### src/pkg/sar_map.svh
// Named widths and reset values for the conversion sequencer.
// Assumes inclusion by bare name from files that need the figures.
`ifndef SAR_MAP_SVH
`define SAR_MAP_SVH

// Result width and trial index width
`define SAR_BITS 12
`define SAR_IDX_W 4
// Upper nibble of result, and the zero nibble driven in byte mode
`define SAR_HI_LSB 8
`define SAR_NIB_ZERO 4'h0
`define SAR_NIB_W 4
// Reset image of synchroniser: {clk, cs_n, rd_n, hbe, cmp}
`define SAR_SYNC_W 5
`define SAR_SYNC_RST 5'h0e
// Positions of the pins inside the synchroniser word
`define SAR_POS_CLK 4
`define SAR_POS_CS 3
`define SAR_POS_RD 2
`define SAR_POS_HBE 1
`define SAR_POS_KEEP 0

`endif

### src/pkg/sar_pkg.sv
// Types shared by the conversion sequencer.
// Assumes nothing beyond a SystemVerilog compiler.
package sar_pkg;

    // One-hot sequencer states
    typedef enum logic [3:0] {
        ST_SAMPLE = 4'h1,
        ST_WAIT = 4'h2,
        ST_DECIDE = 4'h4,
        ST_LATCH = 4'h8
    } state_t;

endpackage : sar_pkg

### src/core/sar_bit_trial.sv
// Bit-trial register of the successive-approximation loop.
// Assumes clear, arm and decide are one-cycle pulses from the sequencer, never together.
`timescale 1ns/1ps
`include "sar_map.svh"

module sar_bit_trial #(
    parameter int BITS = `SAR_BITS,
    parameter int IW = `SAR_IDX_W
) (
    input wire logic clock, // System clock
    input wire logic rst_n, // Synchronised reset, active low
    input wire logic clear, // Start of conversion
    input wire logic arm, // Set the top trial bit
    input wire logic decide, // Resolve bit at idx
    input wire logic [IW-1:0] idx, // Bit under decision
    input wire logic keep, // Comparator says keep the bit
    output logic [BITS-1:0] trial_code // Natural binary trial word, bit BITS-1 is MSB
);

    ////////////////////////////////////////////////////////////////////////
    // One flop per bit: decided bit takes keep, next lower bit is tried
    genvar i;
    generate
        for (i = 0; i < BITS; i++)
        begin : g_bit
            localparam logic [IW-1:0] MY_IDX = IW'(i);
            localparam logic [IW-1:0] UP_IDX = IW'(i + 1);
            wire logic do_decide = decide && (idx == MY_IDX);
            wire logic do_try = (arm && (i == BITS - 1)) || (decide && (idx == UP_IDX));

            // Trial bit update
            always_ff @(posedge clock or negedge rst_n)
            begin
                if (!rst_n)
                    trial_code[i] <= 1'b0;
                else if (clear)
                    trial_code[i] <= 1'b0;
                else if (do_decide)
                    trial_code[i] <= keep;
                else if (do_try)
                    trial_code[i] <= 1'b1;
            end
        end
    endgenerate

endmodule : sar_bit_trial

### src/core/sar_adc_conversion_sequencer.sv
// Conversion sequencer of a 12-bit successive-approximation converter.
// Assumes all pins (converter clock, selects, read, comparator) are asynchronous to clock.
`timescale 1ns/1ps
`include "sar_map.svh"

// Contract
// - Conversion starts only from device select, read strobe and upper-byte select.
// - At start, clear the bit-trial register and enable the data drivers.
// - Further start conditions are ignored until the running conversion ends.
// - Twelve bits are tested MSB first down to LSB by comparator decision.
// - Sampling phase from conversion end until next start, then convert phase.
// - MSB decision happens on the second falling converter clock edge after start.
// - Each later bit is decided on the following falling converter clock edge.
// - At conversion end the trial word is copied into the 12-bit output latch.
// - Conversion works whatever the start phase relative to the converter clock.
// - Clock output is the inverse of the converter clock input.
// - External converter clock duty cycle does not matter.
// - Results are unsigned natural binary, one step is full scale over 4096.
// - Code transitions sit at half steps; the analog comparator provides this.
// - Result bits numbered eleven down to zero, eleven is the MSB.
// - Busy output low during a conversion, high otherwise.
// - Start needs read, select and upper-byte select all low; high byte select blocks.
// - Byte select low gives 12 bits in place; high copies top nibble low, keeps it on top, zeros middle.
module sar_adc_conversion_sequencer #(
    parameter int BITS = `SAR_BITS,
    parameter int IW = `SAR_IDX_W
) (
    input wire logic clock, // 125 MHz system clock
    input wire logic rst_n, // Asynchronous reset, active low
    input wire logic conv_clk_in, // Converter clock pin
    input wire logic cs_n, // Device select, active low
    input wire logic rd_n, // Read strobe, active low
    input wire logic upper_byte_select, // High byte select, blocks starts when high
    input wire logic cmp_keep, // Comparator: keep the bit under trial
    output logic clk_out, // Inverted converter clock
    output logic busy_n, // Low while converting
    output logic sample_phase, // High while the input is sampled
    output logic [BITS-1:0] trial_code, // Trial word to the DAC
    output logic [BITS-1:0] output_pins, // Three-state data outputs
    output logic [BITS-1:0] output_oe // Output enables, high drives
);

    ////////////////////////////////////////////////////////////////////////
    // Reset release through two flops
    logic rst_s1_r;
    logic rst_s2_r;
    wire logic rst_sync_n = rst_s2_r;

    always_ff @(posedge clock or negedge rst_n)
    begin
        if (!rst_n)
        begin
            rst_s1_r <= 1'b0;
            rst_s2_r <= 1'b0;
        end
        else
        begin
            rst_s1_r <= 1'b1;
            rst_s2_r <= rst_s1_r;
        end
    end

    ////////////////////////////////////////////////////////////////////////
    // Pin synchronisers, plus a third clock stage for edge detection
    logic [`SAR_SYNC_W-1:0] sync1_r;
    logic [`SAR_SYNC_W-1:0] sync2_r;
    logic clk_s3_r;
    wire logic [`SAR_SYNC_W-1:0] pins_raw = {conv_clk_in, cs_n, rd_n, upper_byte_select, cmp_keep};

    always_ff @(posedge clock or negedge rst_sync_n)
    begin
        if (!rst_sync_n)
        begin
            sync1_r <= `SAR_SYNC_RST;
            sync2_r <= `SAR_SYNC_RST;
            clk_s3_r <= 1'b0;
        end
        else
        begin
            sync1_r <= pins_raw;
            sync2_r <= sync1_r;
            clk_s3_r <= sync2_r[`SAR_POS_CLK];
        end
    end

    // Synchronised pin levels
    wire logic clk_s = sync2_r[`SAR_POS_CLK];
    wire logic cs_s_n = sync2_r[`SAR_POS_CS];
    wire logic rd_s_n = sync2_r[`SAR_POS_RD];
    wire logic hbe_s = sync2_r[`SAR_POS_HBE];
    wire logic keep_s = sync2_r[`SAR_POS_KEEP];

    ////////////////////////////////////////////////////////////////////////
    // Start and edge decode
    logic start_cond_r;
    sar_pkg::state_t state_r;
    sar_pkg::state_t state_nxt;
    logic [IW-1:0] bit_idx_r;
    logic [IW-1:0] bit_idx_nxt;
    logic [BITS-1:0] result_r;

    wire logic start_cond = ~cs_s_n & ~rd_s_n & ~hbe_s;
    wire logic idle = (state_r == sar_pkg::ST_SAMPLE);
    wire logic start_evt = start_cond & ~start_cond_r & idle;
    wire logic clk_fall = clk_s3_r & ~clk_s;
    wire logic trial_arm = (state_r == sar_pkg::ST_WAIT) & clk_fall;
    wire logic trial_decide = (state_r == sar_pkg::ST_DECIDE) & clk_fall;
    wire logic drive_en = ~cs_s_n & ~rd_s_n;
    wire logic [BITS-1:0] byte_view = {result_r[BITS-1:`SAR_HI_LSB], `SAR_NIB_ZERO, result_r[BITS-1:`SAR_HI_LSB]};
    wire logic [BITS-1:0] pins_nxt = hbe_s ? byte_view : result_r;

    // Sequencer next state
    always_comb
    begin
        state_nxt = state_r;
        bit_idx_nxt = bit_idx_r;
        unique case (state_r)
            sar_pkg::ST_SAMPLE:
                if (start_evt)
                    state_nxt = sar_pkg::ST_WAIT;
            sar_pkg::ST_WAIT:
                if (clk_fall)
                begin
                    state_nxt = sar_pkg::ST_DECIDE;
                    bit_idx_nxt = IW'(BITS - 1);
                end
            sar_pkg::ST_DECIDE:
                if (clk_fall)
                begin
                    if (bit_idx_r == '0)
                        state_nxt = sar_pkg::ST_LATCH;
                    else
                        bit_idx_nxt = bit_idx_r - 1'b1;
                end
            sar_pkg::ST_LATCH:
                state_nxt = sar_pkg::ST_SAMPLE;
            default:
                state_nxt = sar_pkg::ST_SAMPLE;
        endcase
    end

    ////////////////////////////////////////////////////////////////////////
    // Sequencer and output flops
    always_ff @(posedge clock or negedge rst_sync_n)
    begin
        if (!rst_sync_n)
        begin
            state_r <= sar_pkg::ST_SAMPLE;
            bit_idx_r <= '0;
            start_cond_r <= 1'b0;
            result_r <= '0;
            busy_n <= 1'b1;
            sample_phase <= 1'b1;
            clk_out <= 1'b1;
            output_pins <= '0;
            output_oe <= '0;
        end
        else
        begin
            state_r <= state_nxt;
            bit_idx_r <= bit_idx_nxt;
            start_cond_r <= start_cond;
            if (state_r == sar_pkg::ST_LATCH)
                result_r <= trial_code;
            busy_n <= (state_nxt == sar_pkg::ST_SAMPLE);
            sample_phase <= (state_nxt == sar_pkg::ST_SAMPLE);
            clk_out <= ~clk_s;
            output_pins <= pins_nxt;
            output_oe <= {BITS{drive_en}};
        end
    end

    // Bit-trial register
    sar_bit_trial #(.BITS(BITS), .IW(IW)) u_trial (
        .clock(clock),
        .rst_n(rst_sync_n),
        .clear(start_evt),
        .arm(trial_arm),
        .decide(trial_decide),
        .idx(bit_idx_r),
        .keep(keep_s),
        .trial_code(trial_code)
    );
endmodule : sar_adc_conversion_sequencer

### config.mk
export PLATFORM = sky130hd
export DESIGN_NAME = sar_adc_conversion_sequencer
export DESIGN_NICKNAME = d
export VERILOG_FILES = /design/src/pkg/sar_pkg.sv /design/src/core/sar_bit_trial.sv /design/src/core/sar_adc_conversion_sequencer.sv
export VERILOG_INCLUDE_DIRS = /design/src /design/src/pkg
export SDC_FILE = /design/constraint.sdc
export NUM_CORES = 1
export LEC_CHECK = 0
export BUFFER_PORTS_ARGS = -buffer_cell sky130_fd_sc_hd__buf_4
export CAP_MARGIN = 20
export CORE_ASPECT_RATIO = 2
export CORE_UTILIZATION = 57
export CTS_BUF_LIST = sky130_fd_sc_hd__clkbuf_2 sky130_fd_sc_hd__clkbuf_4 sky130_fd_sc_hd__clkbuf_8
export DETAILED_ROUTE_END_ITERATION = 16
export PLACE_DENSITY_LB_ADDON = 0.2
export SYNTH_ARGS = -nofsm -noshare
export SYNTH_HDL_FRONTEND = slang
export SYNTH_HIERARCHICAL = 1
export SYNTH_SLANG_ARGS = --single-unit
export TNS_END_PERCENT = 100
### constraint.sdc
create_clock -name clock -period 2.64 [get_ports clock]
set_clock_uncertainty 0.2 [all_clocks]
set_input_delay 0.528 -clock clock [delete_from_list [all_inputs] [get_ports clock]]
set_output_delay 0.528 -clock clock [all_outputs]
set_load 0.02 [all_outputs]
### Yosys cells after proc, flatten, opt, wreduce, memory -nomap -nowiden

Cells that the tools add are included.

| cells by class | value |
|---|---|
| eq/ne operators | 20 |
| bitwise operators | 12 |
| $add $sub $neg | 1 |
| reductions and logical operators | 29 |
| mux-type cells | 46 |

Operators with widths:

| kind | number |
|---|---|
| $mux W1 | 36 |
| $reduce_bool A3 Y1 | 12 |
| $mux W4 | 7 |
| $eq A4 B4 Y1 const B | 6 |
| $eq A4 B3 Y1 const B | 5 |
| $logic_and A1 B1 Y1 | 13 |
| $eq A4 B1 Y1 const B | 3 |
| $eq A4 B2 Y1 const B | 3 |
| $pmux W4 S3 | 1 |
| $mux W8 | 1 |
| $pmux W4 S2 | 1 |
| $and A1 B1 Y1 | 7 |
| $ne A2 B2 Y1 const B | 3 |
| $not A1 Y1 | 5 |
| $logic_not A4 Y1 | 1 |
| $reduce_and A4 Y1 | 1 |
| $sub A4 B1 Y4 const B | 1 |
| $reduce_bool A2 Y1 | 1 |
| $logic_or A1 B1 Y1 | 1 |

| word-level totals | value |
|---|---|
| output and inout bits | 39 |
| register bits after elaboration | 61 |
| word-level logic and storage cells | 133 |
| bits of input ports | 7 |

### Depth between registers and ports, before layout

Gate-level depths: netlist of run 1.

| logic depth | value |
|---|---|
| depth after elaboration | 8 |
| mapped depth | 7 |
| depth with buffers taken out | 5 |

### Hierarchy

Netlist of run 1, hierarchy kept.

By module, submodules not included:

| module | area an instance (sq um) | instances | seq. area each (sq um) | cells each |
|---|---|---|---|---|
| sar_adc_conversion_sequencer | 1918.1 | 1 | 1237.4 | 134 |
| sar_bit_trial | 718.2 | 1 | 300.3 | 70 |

### Worst setup path after synthesis of run 1

OpenSTA, ideal clock, no wires.

| path | value |
|---|---|
| kind | flip-flop to flip-flop |
| from | register state_r[1] |
| to | register u_trial.trial_code[1] |
| data arrival time | 1935 ps |
| path buffers | 1 |
| cell stages (with the launch flop) | 7 |
| library setup time | 139 ps |
| clock period less this slack | 2274 ps |
| data required time | 2301 ps |
| slack | 366 ps |
| cells stage by stage | dfrtp_1 clkbuf_1 nor4b_2 and2_1 or3b_1 o22ai_1 a211oi_1 |

| between the ends | value |
|---|---|
| longest elaborated chain between the ends | 5 |
| elaborated cells on any way between the ends | 9 |
| those cells by class | 2 x eq/ne; 2 x mux; 2 x bitwise; 3 x reduce/logical |

Ends and longest elaborated chain:

| item | RTL line | source |
|---|---|---|
| start, declared | sar_adc_conversion_sequencer.sv:96 | `sar_pkg::state_t state_r;` |
| start signal, assigned | sar_adc_conversion_sequencer.sv:148 | `state_r <= sar_pkg::ST_SAMPLE;` |
| start signal, assigned | sar_adc_conversion_sequencer.sv:160 | `state_r <= state_nxt;` |
| $eq A4 B3 Y1 * | sar_adc_conversion_sequencer.sv:107 | `wire logic trial_decide = (state_r == sar_pkg::ST_DECIDE) & clk_fall;` |
| $and A1 B1 Y1 * | sar_adc_conversion_sequencer.sv:107 |  |
| via trial_decide | sar_adc_conversion_sequencer.sv:107 |  |
| $logic_and A1 B1 Y1 | sar_bit_trial.sv:28 | `wire logic do_decide = decide && (idx == MY_IDX);` |
| $mux W1 | sar_bit_trial.sv:38 | `else if (do_decide)` |
| $mux W1 | sar_bit_trial.sv:36 | `else if (clear)` |
| end signal, assigned by index | sar_bit_trial.sv:39 | `trial_code[i] <= keep;` |
| end, declared | sar_bit_trial.sv:17 | `output logic [BITS-1:0] trial_code` |

Mark *: on every way through the listed nets, which the timed path passes. The rest lies on a longest branch.
A chain may end at the register's enable or synchronous reset.

### Final worst setup path of run 1

| path | value |
|---|---|
| from | register state_r[1] |
| to | register u_trial.trial_code[11] |

| between the ends | value |
|---|---|
| longest elaborated chain between the ends | 5 |
| elaborated cells on any way between the ends | 12 |
| those cells by class | 3 x eq/ne; 2 x mux; 3 x bitwise; 4 x reduce/logical |

Ends and longest elaborated chain:

| item | RTL line |
|---|---|
| $eq A4 B3 Y1 * | sar_adc_conversion_sequencer.sv:107 |
| $and A1 B1 Y1 * | sar_adc_conversion_sequencer.sv:107 |
| via trial_decide | sar_adc_conversion_sequencer.sv:107 |
| $logic_and A1 B1 Y1, on equally long branches | sar_bit_trial.sv:28, sar_bit_trial.sv:29 |
| $mux W1 or $logic_or A1 B1 Y1 (tied branches) | sar_bit_trial.sv:38, sar_bit_trial.sv:29 |
| $mux W1 or $reduce_bool A3 Y1 (tied branches) | -- |

Marked as above.

==> results of run 1 <==
==> timing repair <==
action / 4_1_cts / 5_1_grt
setup endpoints to repair: 0 / 0
hold buffers: 1 / 0
gates resized for setup: 0 / 0
hold endpoints to repair: 2 / 0
==> state kept, by name (all words and copies together) (netlist names), 4 cells and up <==
signal / count
bit_idx_r: 4
sync1_r: 5
u_trial/trial_code: 12
sync2_r: 5
state_r: 4
output_pins: 12
result_r: 12
==> worst paths after layout <==
path	start	endpoint	slack, ns	depth (start not counted)
setup reg to reg	state_r[1]$_DFF_PN0_	u_trial/trial_code[11]$_DFFE_PN0P_	0.48	5
setup / recovery	state_r[1]$_DFF_PN0_	u_trial/trial_code[11]$_DFFE_PN0P_	0.48	5
hold / removal	cmp_keep	sync1_r[0]$_DFF_PN0_	0.10	1
min in group asynchronous	rst_s2_r$_DFF_PN0_	output_pins[1]$_DFF_PN0_	0.21	1
hold reg to reg	sync1_r[3]$_DFF_PN1_	sync2_r[3]$_DFF_PN1_	0.15	0
max in group asynchronous	rst_s2_r$_DFF_PN0_	u_trial/trial_code[6]$_DFFE_PN0P_	1.56	1
==> power by group through the flow <==
stage | Combinational [mW] | Sequential [mW] | Clock (mW)
finish | 0.166 | 1.01 | 0.854
global route | 0.181 | 1.01 | 0.910
CTS | 0.168 | 1.01 | 0.870
detailed placement | 0.167 | 1.02 | 0
global placement | 0.161 | 1.02 | 0
floorplan | 0.137 | 1.01 | 0
==> worst max-delay path: stages, from the launching register on <==
cell and delay [ns]:
dfrtp_1 0.49, nor4b_2 0.35, and2_1 0.32, and3b_1 0.35, nand3_2 0.10, a311oi_2 0.25
==> per-layer routing <==
layer / GRT usage (%) / part of all wire, % / wire length, um
met5: 0 / 0 / 0
met4: 13.2 / 2.8 / 137
met3: 5.76 / 3.6 / 176
met2: 39.5 / 57 / 2820
met1: 22.9 / 37 / 1810
==> area by class of cell <==
class                      instances  area [sq um]
timing repair buffer              52           393
clock inverter                     2          35.0
clock buffer                      14           174
sequential                        61          1540
fill                             296          1240
inverter                           8          30.0
tap                               54          67.6
multi-input combinational        111           903
==> cell families (layout without fill, tap and decap cells) <==
kind of cell             after synthesis  after routing  share of synthesized area, %
adder cells (fa/ha/maj)                2              2                         0.949
other                                  1              1                         0.142
buffers and inverters                 32             76                          7.40
AO/OA/AOI/OAI                         38             38                          11.1
XOR/XNOR                               1              1                         0.332
flip-flops                            61             61                          58.3
multiplexers                          19             19                          7.97
AND/OR/NAND/NOR                       50             50                          13.8
==> stage by stage <==
stage	util [%]	std cells
floorplan	-	204
global placement	66.7	285
detailed placement	66.7	285
CTS	71.7	302
global route	71.7	302
finish	71.7	302
==> cell usage in the layout (no fill, tap or decap), types with 2 or more instances in the layout <==
cell / instances
buf_4: 51
dfstp_2: 9
a211oi_1: 4
nor3_1: 3
a2111oi_2: 2
nor3b_1: 4
clkbuf_8: 11
nand2_1: 2
mux2i_1: 3
and3b_1: 2
dfrtp_1: 51
o21ai_0: 3
nor2_1: 9
o21a_1: 2
o22ai_1: 3
or3_1: 2
a21oi_1: 8
a21oi_2: 2
clkbuf_4: 3
mux2_2: 16
nor4b_2: 3
ha_1: 2
nor2b_1: 6
nand2b_1: 2
inv_1: 8
a311oi_1: 4
a21o_1: 2
nand3_1: 2
nor4b_1: 2
nand3b_1: 2
==> flow_metrics.py, run 1 <==
metrics = {
    "synthesis": {
        "netlist_top_cells_count": "dfrtp_1, mux2_2, buf_4",
        "synth_area_sq_um": 2640,
        "async_flop_share_pct": 100,
        "yosys.area.top_type_share_pct": 49.4,
        "ys_seq_area_share_pct": 58.3,
        "synthCells": 204,
        "synth_top_flop_cell": "dfrtp_1",
        "syn_nets": 213,
        "syn_avg_cell_area_sq_um": 12.9,
        "yosysMostFrequentCell": "dfrtp_1",
        "synth.distinct_cells": 52,
        "synth_edf_count": 0,
        "yosys.area.top_type": "dfrtp_1",
        "yosysWarnings": 6,
        "ys_top_cells_by_area": "dfrtp_1, dfstp_2, mux2_2",
        "synth-seq-cells": 61,
    },
    "die": {
        "die_x_um": 50.1,
        "core_area_sq_um": 4380,
        "start_util_pct": 60.2,
        "fp.dieH_um": 98.2,
        "rows": 34,
        "io_pins": 46,
        "die_area_sq_um": 4920,
    },
    "power": {
        "clock_power_share_pct": 42.1,
        "p_sw_share_pct": 23.5,
        "power_leakage_nw": 1.47,
        "p_sw_mw": 0.477,
        "irDropWorstVdd_mv": 0.526,
        "p_int_mw": 1.55,
        "power_density_nw_per_um2": 646,
        "pwr-share-comb_pct": 8.2,
        "p_total_mw": 2.03,
        "p_seq_share_pct": 49.7,
    },
    "critical_path": {
        "startpoint_type": "register",
        "end_kind": "register",
        "crit_type": "reg -> reg",
        "cp.arrival_ns": 2.21,
        "crit_fanout": 10,
        "cp.required_ns": 2.68,
    },
    "sta": {
        "final.period_utilization_pct": 82.0,
        "whs_ns": 0.100,
        "fin_ws_ns": 0.476,
        "max-slew-margin-rel_pct": 52.4,
        "fin_setup_tns_ns": 0,
        "final_max_slew_viol_count": 0,
        "hold_viol": 0,
        "finalCriticalPeriod_ns": 2.16,
        "setup_viol": 0,
        "rsz0062_at_grt": "false",
        "max_clock_freq_mhz": 462,
        "worst_slew_pin_slew_ns": 0.714,
    },
    "run_status": {
        "status": "finished, final reports clean",
    },
    "detailed_routing": {
        "wl_per_cell_um": 16.4,
        "wirelength_mm": 4.95,
        "drtIter0Drc": 34,
        "drtAntennaViolNets": 0,
        "dr.pass1.iters": 4,
        "vias": 1699,
        "drc": 0,
        "viasPerCell": 5.63,
    },
    "placed_design": {
        "pre_cts_ws_ns": 0.483,
        "place_hpwl_mm": 3.53,
        "numPortBuffers": 45,
        "gp_congestion": 0.801,
        "placed_cell_area_sq_um": 2920,
    },
    "clocking": {
        "cts_root_buffer": "clkbuf_8",
        "clk_path_buf_depth": 2,
        "cts_htree_levels": 3,
        "clock_sinks": 61,
        "clk_latency_ns": 0.33,
        "postCtsSetupBuffers": 0,
        "tritoncts": "yes",
        "cts_buffers": 9,
        "clk_pin_slew_ns": 0.06,
    },
    "cells_and_area": {
        "drive_gt1_share_pct": 42.7,
        "nets": 252,
        "final_cell_area_sq_um": 3140,
        "area_growth_pct": 19.2,
        "diodes": 0,
    },
    "global_routing": {
        "grt_max_degree": 60,
        "grt_overflow_total": 0,
        "grt_pass1_wl_mm": 8.00,
        "grt_use_total_pct": 22.5,
        "antenna_found_initial": 0,
        "grt_pass1_vias": 1693,
    },
    "flow_run": {
        "drv_cap": 0,
    },
    "hold_path": {
        "hold_class": "in -> reg",
    },
}
No activity file was read; power rests on OpenSTA's default activity.
==> run 2: changes to the inputs <==
--- a/config.mk
+++ b/config.mk
@@ -6,10 +6,11 @@
 export SDC_FILE = /design/constraint.sdc
 export NUM_CORES = 1
 export LEC_CHECK = 0
+export ABC_AREA = 1
 export BUFFER_PORTS_ARGS = -buffer_cell sky130_fd_sc_hd__buf_4
 export CAP_MARGIN = 20
 export CORE_ASPECT_RATIO = 2
-export CORE_UTILIZATION = 57
+export CORE_UTILIZATION = 52
 export CTS_BUF_LIST = sky130_fd_sc_hd__clkbuf_2 sky130_fd_sc_hd__clkbuf_4 sky130_fd_sc_hd__clkbuf_8
 export DETAILED_ROUTE_END_ITERATION = 16
 export PLACE_DENSITY_LB_ADDON = 0.2
==> constraint.sdc (replaced) <==
create_clock -name clock -period 1.87 [get_ports clock]
set_clock_uncertainty 0.2 [all_clocks]
set_input_delay 0.374 -clock clock [delete_from_list [all_inputs] [get_ports clock]]
set_output_delay 0.374 -clock clock [all_outputs]
set_load 0.02 [all_outputs]
==> run 2 against run 1 <==
Net effect: core utilization down 4.7 points; combinational power up 48%; worst setup slack worse by 0.40 ns; critical path depth up 3; cell area up 3.8%; first-iteration DRC count up 53%; clock power up 17%; flip-flop and latch count unchanged; critical endpoint is now u_trial/trial_code[10]$_DFFE_PN0P_; wire length up 8.3%.
==> flow_metrics.py, run 2 <==
metrics = {
    "run_status": {
        "status": "finished, final reports clean",
    },
    "sta": {
        "final_max_slew_viol_count": 0,
        "max_clock_freq_mhz": 557,
        "hold_viol": 0,
        "final.period_utilization_pct": 96.0,
        "fin_setup_tns_ns": 0,
        "setup_viol": 0,
        "finalCriticalPeriod_ns": 1.80,
        "fin_ws_ns": 0.0748,
    },
    "power": {
        "p_sw_share_pct": 25.1,
        "power_density_nw_per_um2": 806,
        "irDropWorstVdd_mv": 0.693,
        "p_seq_share_pct": 52.5,
        "p_int_mw": 1.97,
        "pwr-share-comb_pct": 9.3,
        "power_leakage_nw": 1.70,
        "clock_power_share_pct": 38.1,
        "p_sw_mw": 0.660,
    },
    "detailed_routing": {
        "viasPerCell": 5.01,
        "wl_per_cell_um": 13.5,
        "drtIter0Drc": 52,
        "dr.pass1.iters": 4,
        "drc": 0,
        "drtAntennaViolNets": 0,
        "wirelength_mm": 5.36,
        "vias": 1987,
    },
    "synthesis": {
        "synth_edf_count": 0,
        "syn_nets": 289,
        "synth_top_flop_cell": "dfrtp_1",
        "syn_avg_cell_area_sq_um": 9.41,
        "ys_seq_area_share_pct": 58.4,
        "yosysMostFrequentCell": "nand2_1",
        "synth_area_sq_um": 2630,
        "async_flop_share_pct": 100,
        "netlist_top_cells_count": "nand2_1, dfrtp_1, nor2_1",
        "ys_top_cells_by_area": "dfrtp_1, dfstp_2, nand2_1",
        "synth-seq-cells": 61,
        "yosysWarnings": 6,
        "yosys.area.top_type": "dfrtp_1",
        "synth.distinct_cells": 28,
        "yosys.area.top_type_share_pct": 49.4,
        "synthCells": 280,
    },
    "clocking": {
        "clk_pin_slew_ns": 0.06,
        "clk_path_buf_depth": 2,
        "cts_htree_levels": 3,
        "cts_root_buffer": "clkbuf_8",
        "clk_latency_ns": 0.33,
        "tritoncts": "yes",
        "cts_buffers": 9,
        "clock_sinks": 61,
    },
    "cells_and_area": {
        "area_growth_pct": 23.8,
        "final_cell_mix": "nand2_1, buf_4, dfrtp_1, nor2_1, inv_1",
        "drive_gt1_share_pct": 32.9,
        "nets": 344,
        "final_common_cell": "nand2_1",
        "reg_top3": "output_pins (12), result_r (12), u_trial/trial_code (12)",
        "diodes": 0,
    },
    "critical_path": {
        "crit_type": "reg -> reg",
        "crit_fanout": 7,
        "path_cells": "nor2_4, nand2_4, nor2_4, nand2_2, nor2_2, nand2_1, o21ai_0, nor2_1",
        "crit_buf_inv": 0,
        "crit_top_cell": "nor2_4",
        "cp.required_ns": 1.89,
        "critPathSlowestCell": "dfrtp_2",
        "startpoint_type": "register",
        "cp_top_family": "simple AND/OR/NAND/NOR gates",
        "end_kind": "register",
        "cp.arrival_ns": 1.82,
        "max_stage_delay_ns": 0.44,
    },
    "global_routing": {
        "grt_pass1_vias": 1992,
        "grt_overflow_total": 0,
        "grt_use_total_pct": 23.2,
        "antenna_found_initial": 0,
        "grt_pass1_wl_mm": 8.74,
        "grt_max_degree": 60,
    },
    "flow_run": {
        "drv_cap": 0,
    },
    "die": {
        "fp.dieH_um": 103,
        "die_area_sq_um": 5370,
        "rows": 36,
        "start_util_pct": 54.1,
        "die_x_um": 52.3,
        "core_area_sq_um": 4860,
        "io_pins": 46,
    },
    "placed_design": {
        "gp_congestion": 0.861,
        "numPortBuffers": 45,
        "pre_cts_ws_ns": -0.0124,
        "place_hpwl_mm": 3.81,
    },
    "hold_path": {
        "hold_class": "reg -> async",
    },
}
run 2: cell count changes after synthesis, moves of 4 or more:
cell,delta
nor2_2,+5
nor2b_1,-6
nor3b_1,-4
nand2_1,+57
nor2_1,+35
o21ai_2,+8
mux2_2,-16
o21bai_1,+6
inv_1,+25
a311oi_1,-4
a211oi_1,-4
nand3_1,+13
run 2: power by group through the flow:
| stage | registers [mW] | logic (mW) | clock network, mW |
|---|---|---|---|
| after floorplan | 1.43 | 0.129 | 0 |
| after global placement | 1.40 | 0.227 | 0 |
| after detailed placement | 1.40 | 0.231 | 0 |
| after CTS | 1.38 | 0.242 | 1.04 |
| after global routing | 1.38 | 0.270 | 1.10 |
| final | 1.38 | 0.245 | 1.00 |
run 2: metrics by stage:
step	utilization, %	hold WS (ns)	power (mW)	instances	area (sq um)
finish	67.0	0.0555	2.63	397	3260
global route	67.0	0.101	2.75	397	3260
CTS	66.4	0.0860	2.66	396	3230
detailed placement	61.5	-0.0423	1.63	374	2990
global placement	61.5	-0.0434	1.63	374	2990
floorplan	-	-0.122	1.55	280	2640
run 2: area by class of cell:
cell class                      count  area (sq um)
Clock buffer                       12           146
Clock inverter                      4          25.0
Fill cell                         404          1600
Inverter                           37           140
Multi-Input combinational cell    166           860
Sequential cell                    61          1540
Tap cell                           57          71.3
Timing Repair Buffer               60           478
run 2: final timing paths:
path | start | slack, ns | to | cells past startpoint
max in group asynchronous | rst_s2_r$_DFF_PN0_ | 1.09 | sync2_r[2]$_DFF_PN1_ | 1
min | rst_s2_r$_DFF_PN0_ | 0.06 | u_trial/trial_code[3]$_DFFE_PN0P_ | 1
max | state_r[3]$_DFF_PN0_ | 0.07 | u_trial/trial_code[10]$_DFFE_PN0P_ | 8
min in group clock | sync1_r[0]$_DFF_PN0_ | 0.15 | sync2_r[0]$_DFF_PN0_ | 0
max reg2reg | state_r[3]$_DFF_PN0_ | 0.07 | u_trial/trial_code[10]$_DFFE_PN0P_ | 8
min reg2reg | rst_s2_r$_DFF_PN0_ | 0.06 | u_trial/trial_code[3]$_DFFE_PN0P_ | 1
run 2: what timing repair did:
action                                  4_1_cts  5_1_grt
gates resized for setup                       1        7
pin swaps                                     0        3
setup buffers                                 0        1
endpoints found under the setup margin        1        8
hold buffers                                  6        0
endpoints found under the hold margin         7        0
run 2: cell families after synthesis:
family                     synth area share (%)
DFF                                        58.4
buffers and inverters                      10.0
xor gates and xnor gates                  0.333
and+or+nand+nor                            22.8
other                                     0.142
adders and majority gates                 0.950
AOI/OAI and AO/OA                          7.36
run 2: metal layers:
| metal | GRT usage, % | part of all wire, % | vias to the layer above |
|---|---|---|---|
| met5 | 0 | 0 | - |
| met4 | 16.6 | 4.4 | 0 |
| met3 | 6.05 | 4.1 | 17 |
| met2 | 40.7 | 56 | 64 |
| met1 | 22.3 | 35 | 935 |
| li1 | - | - | 971 |
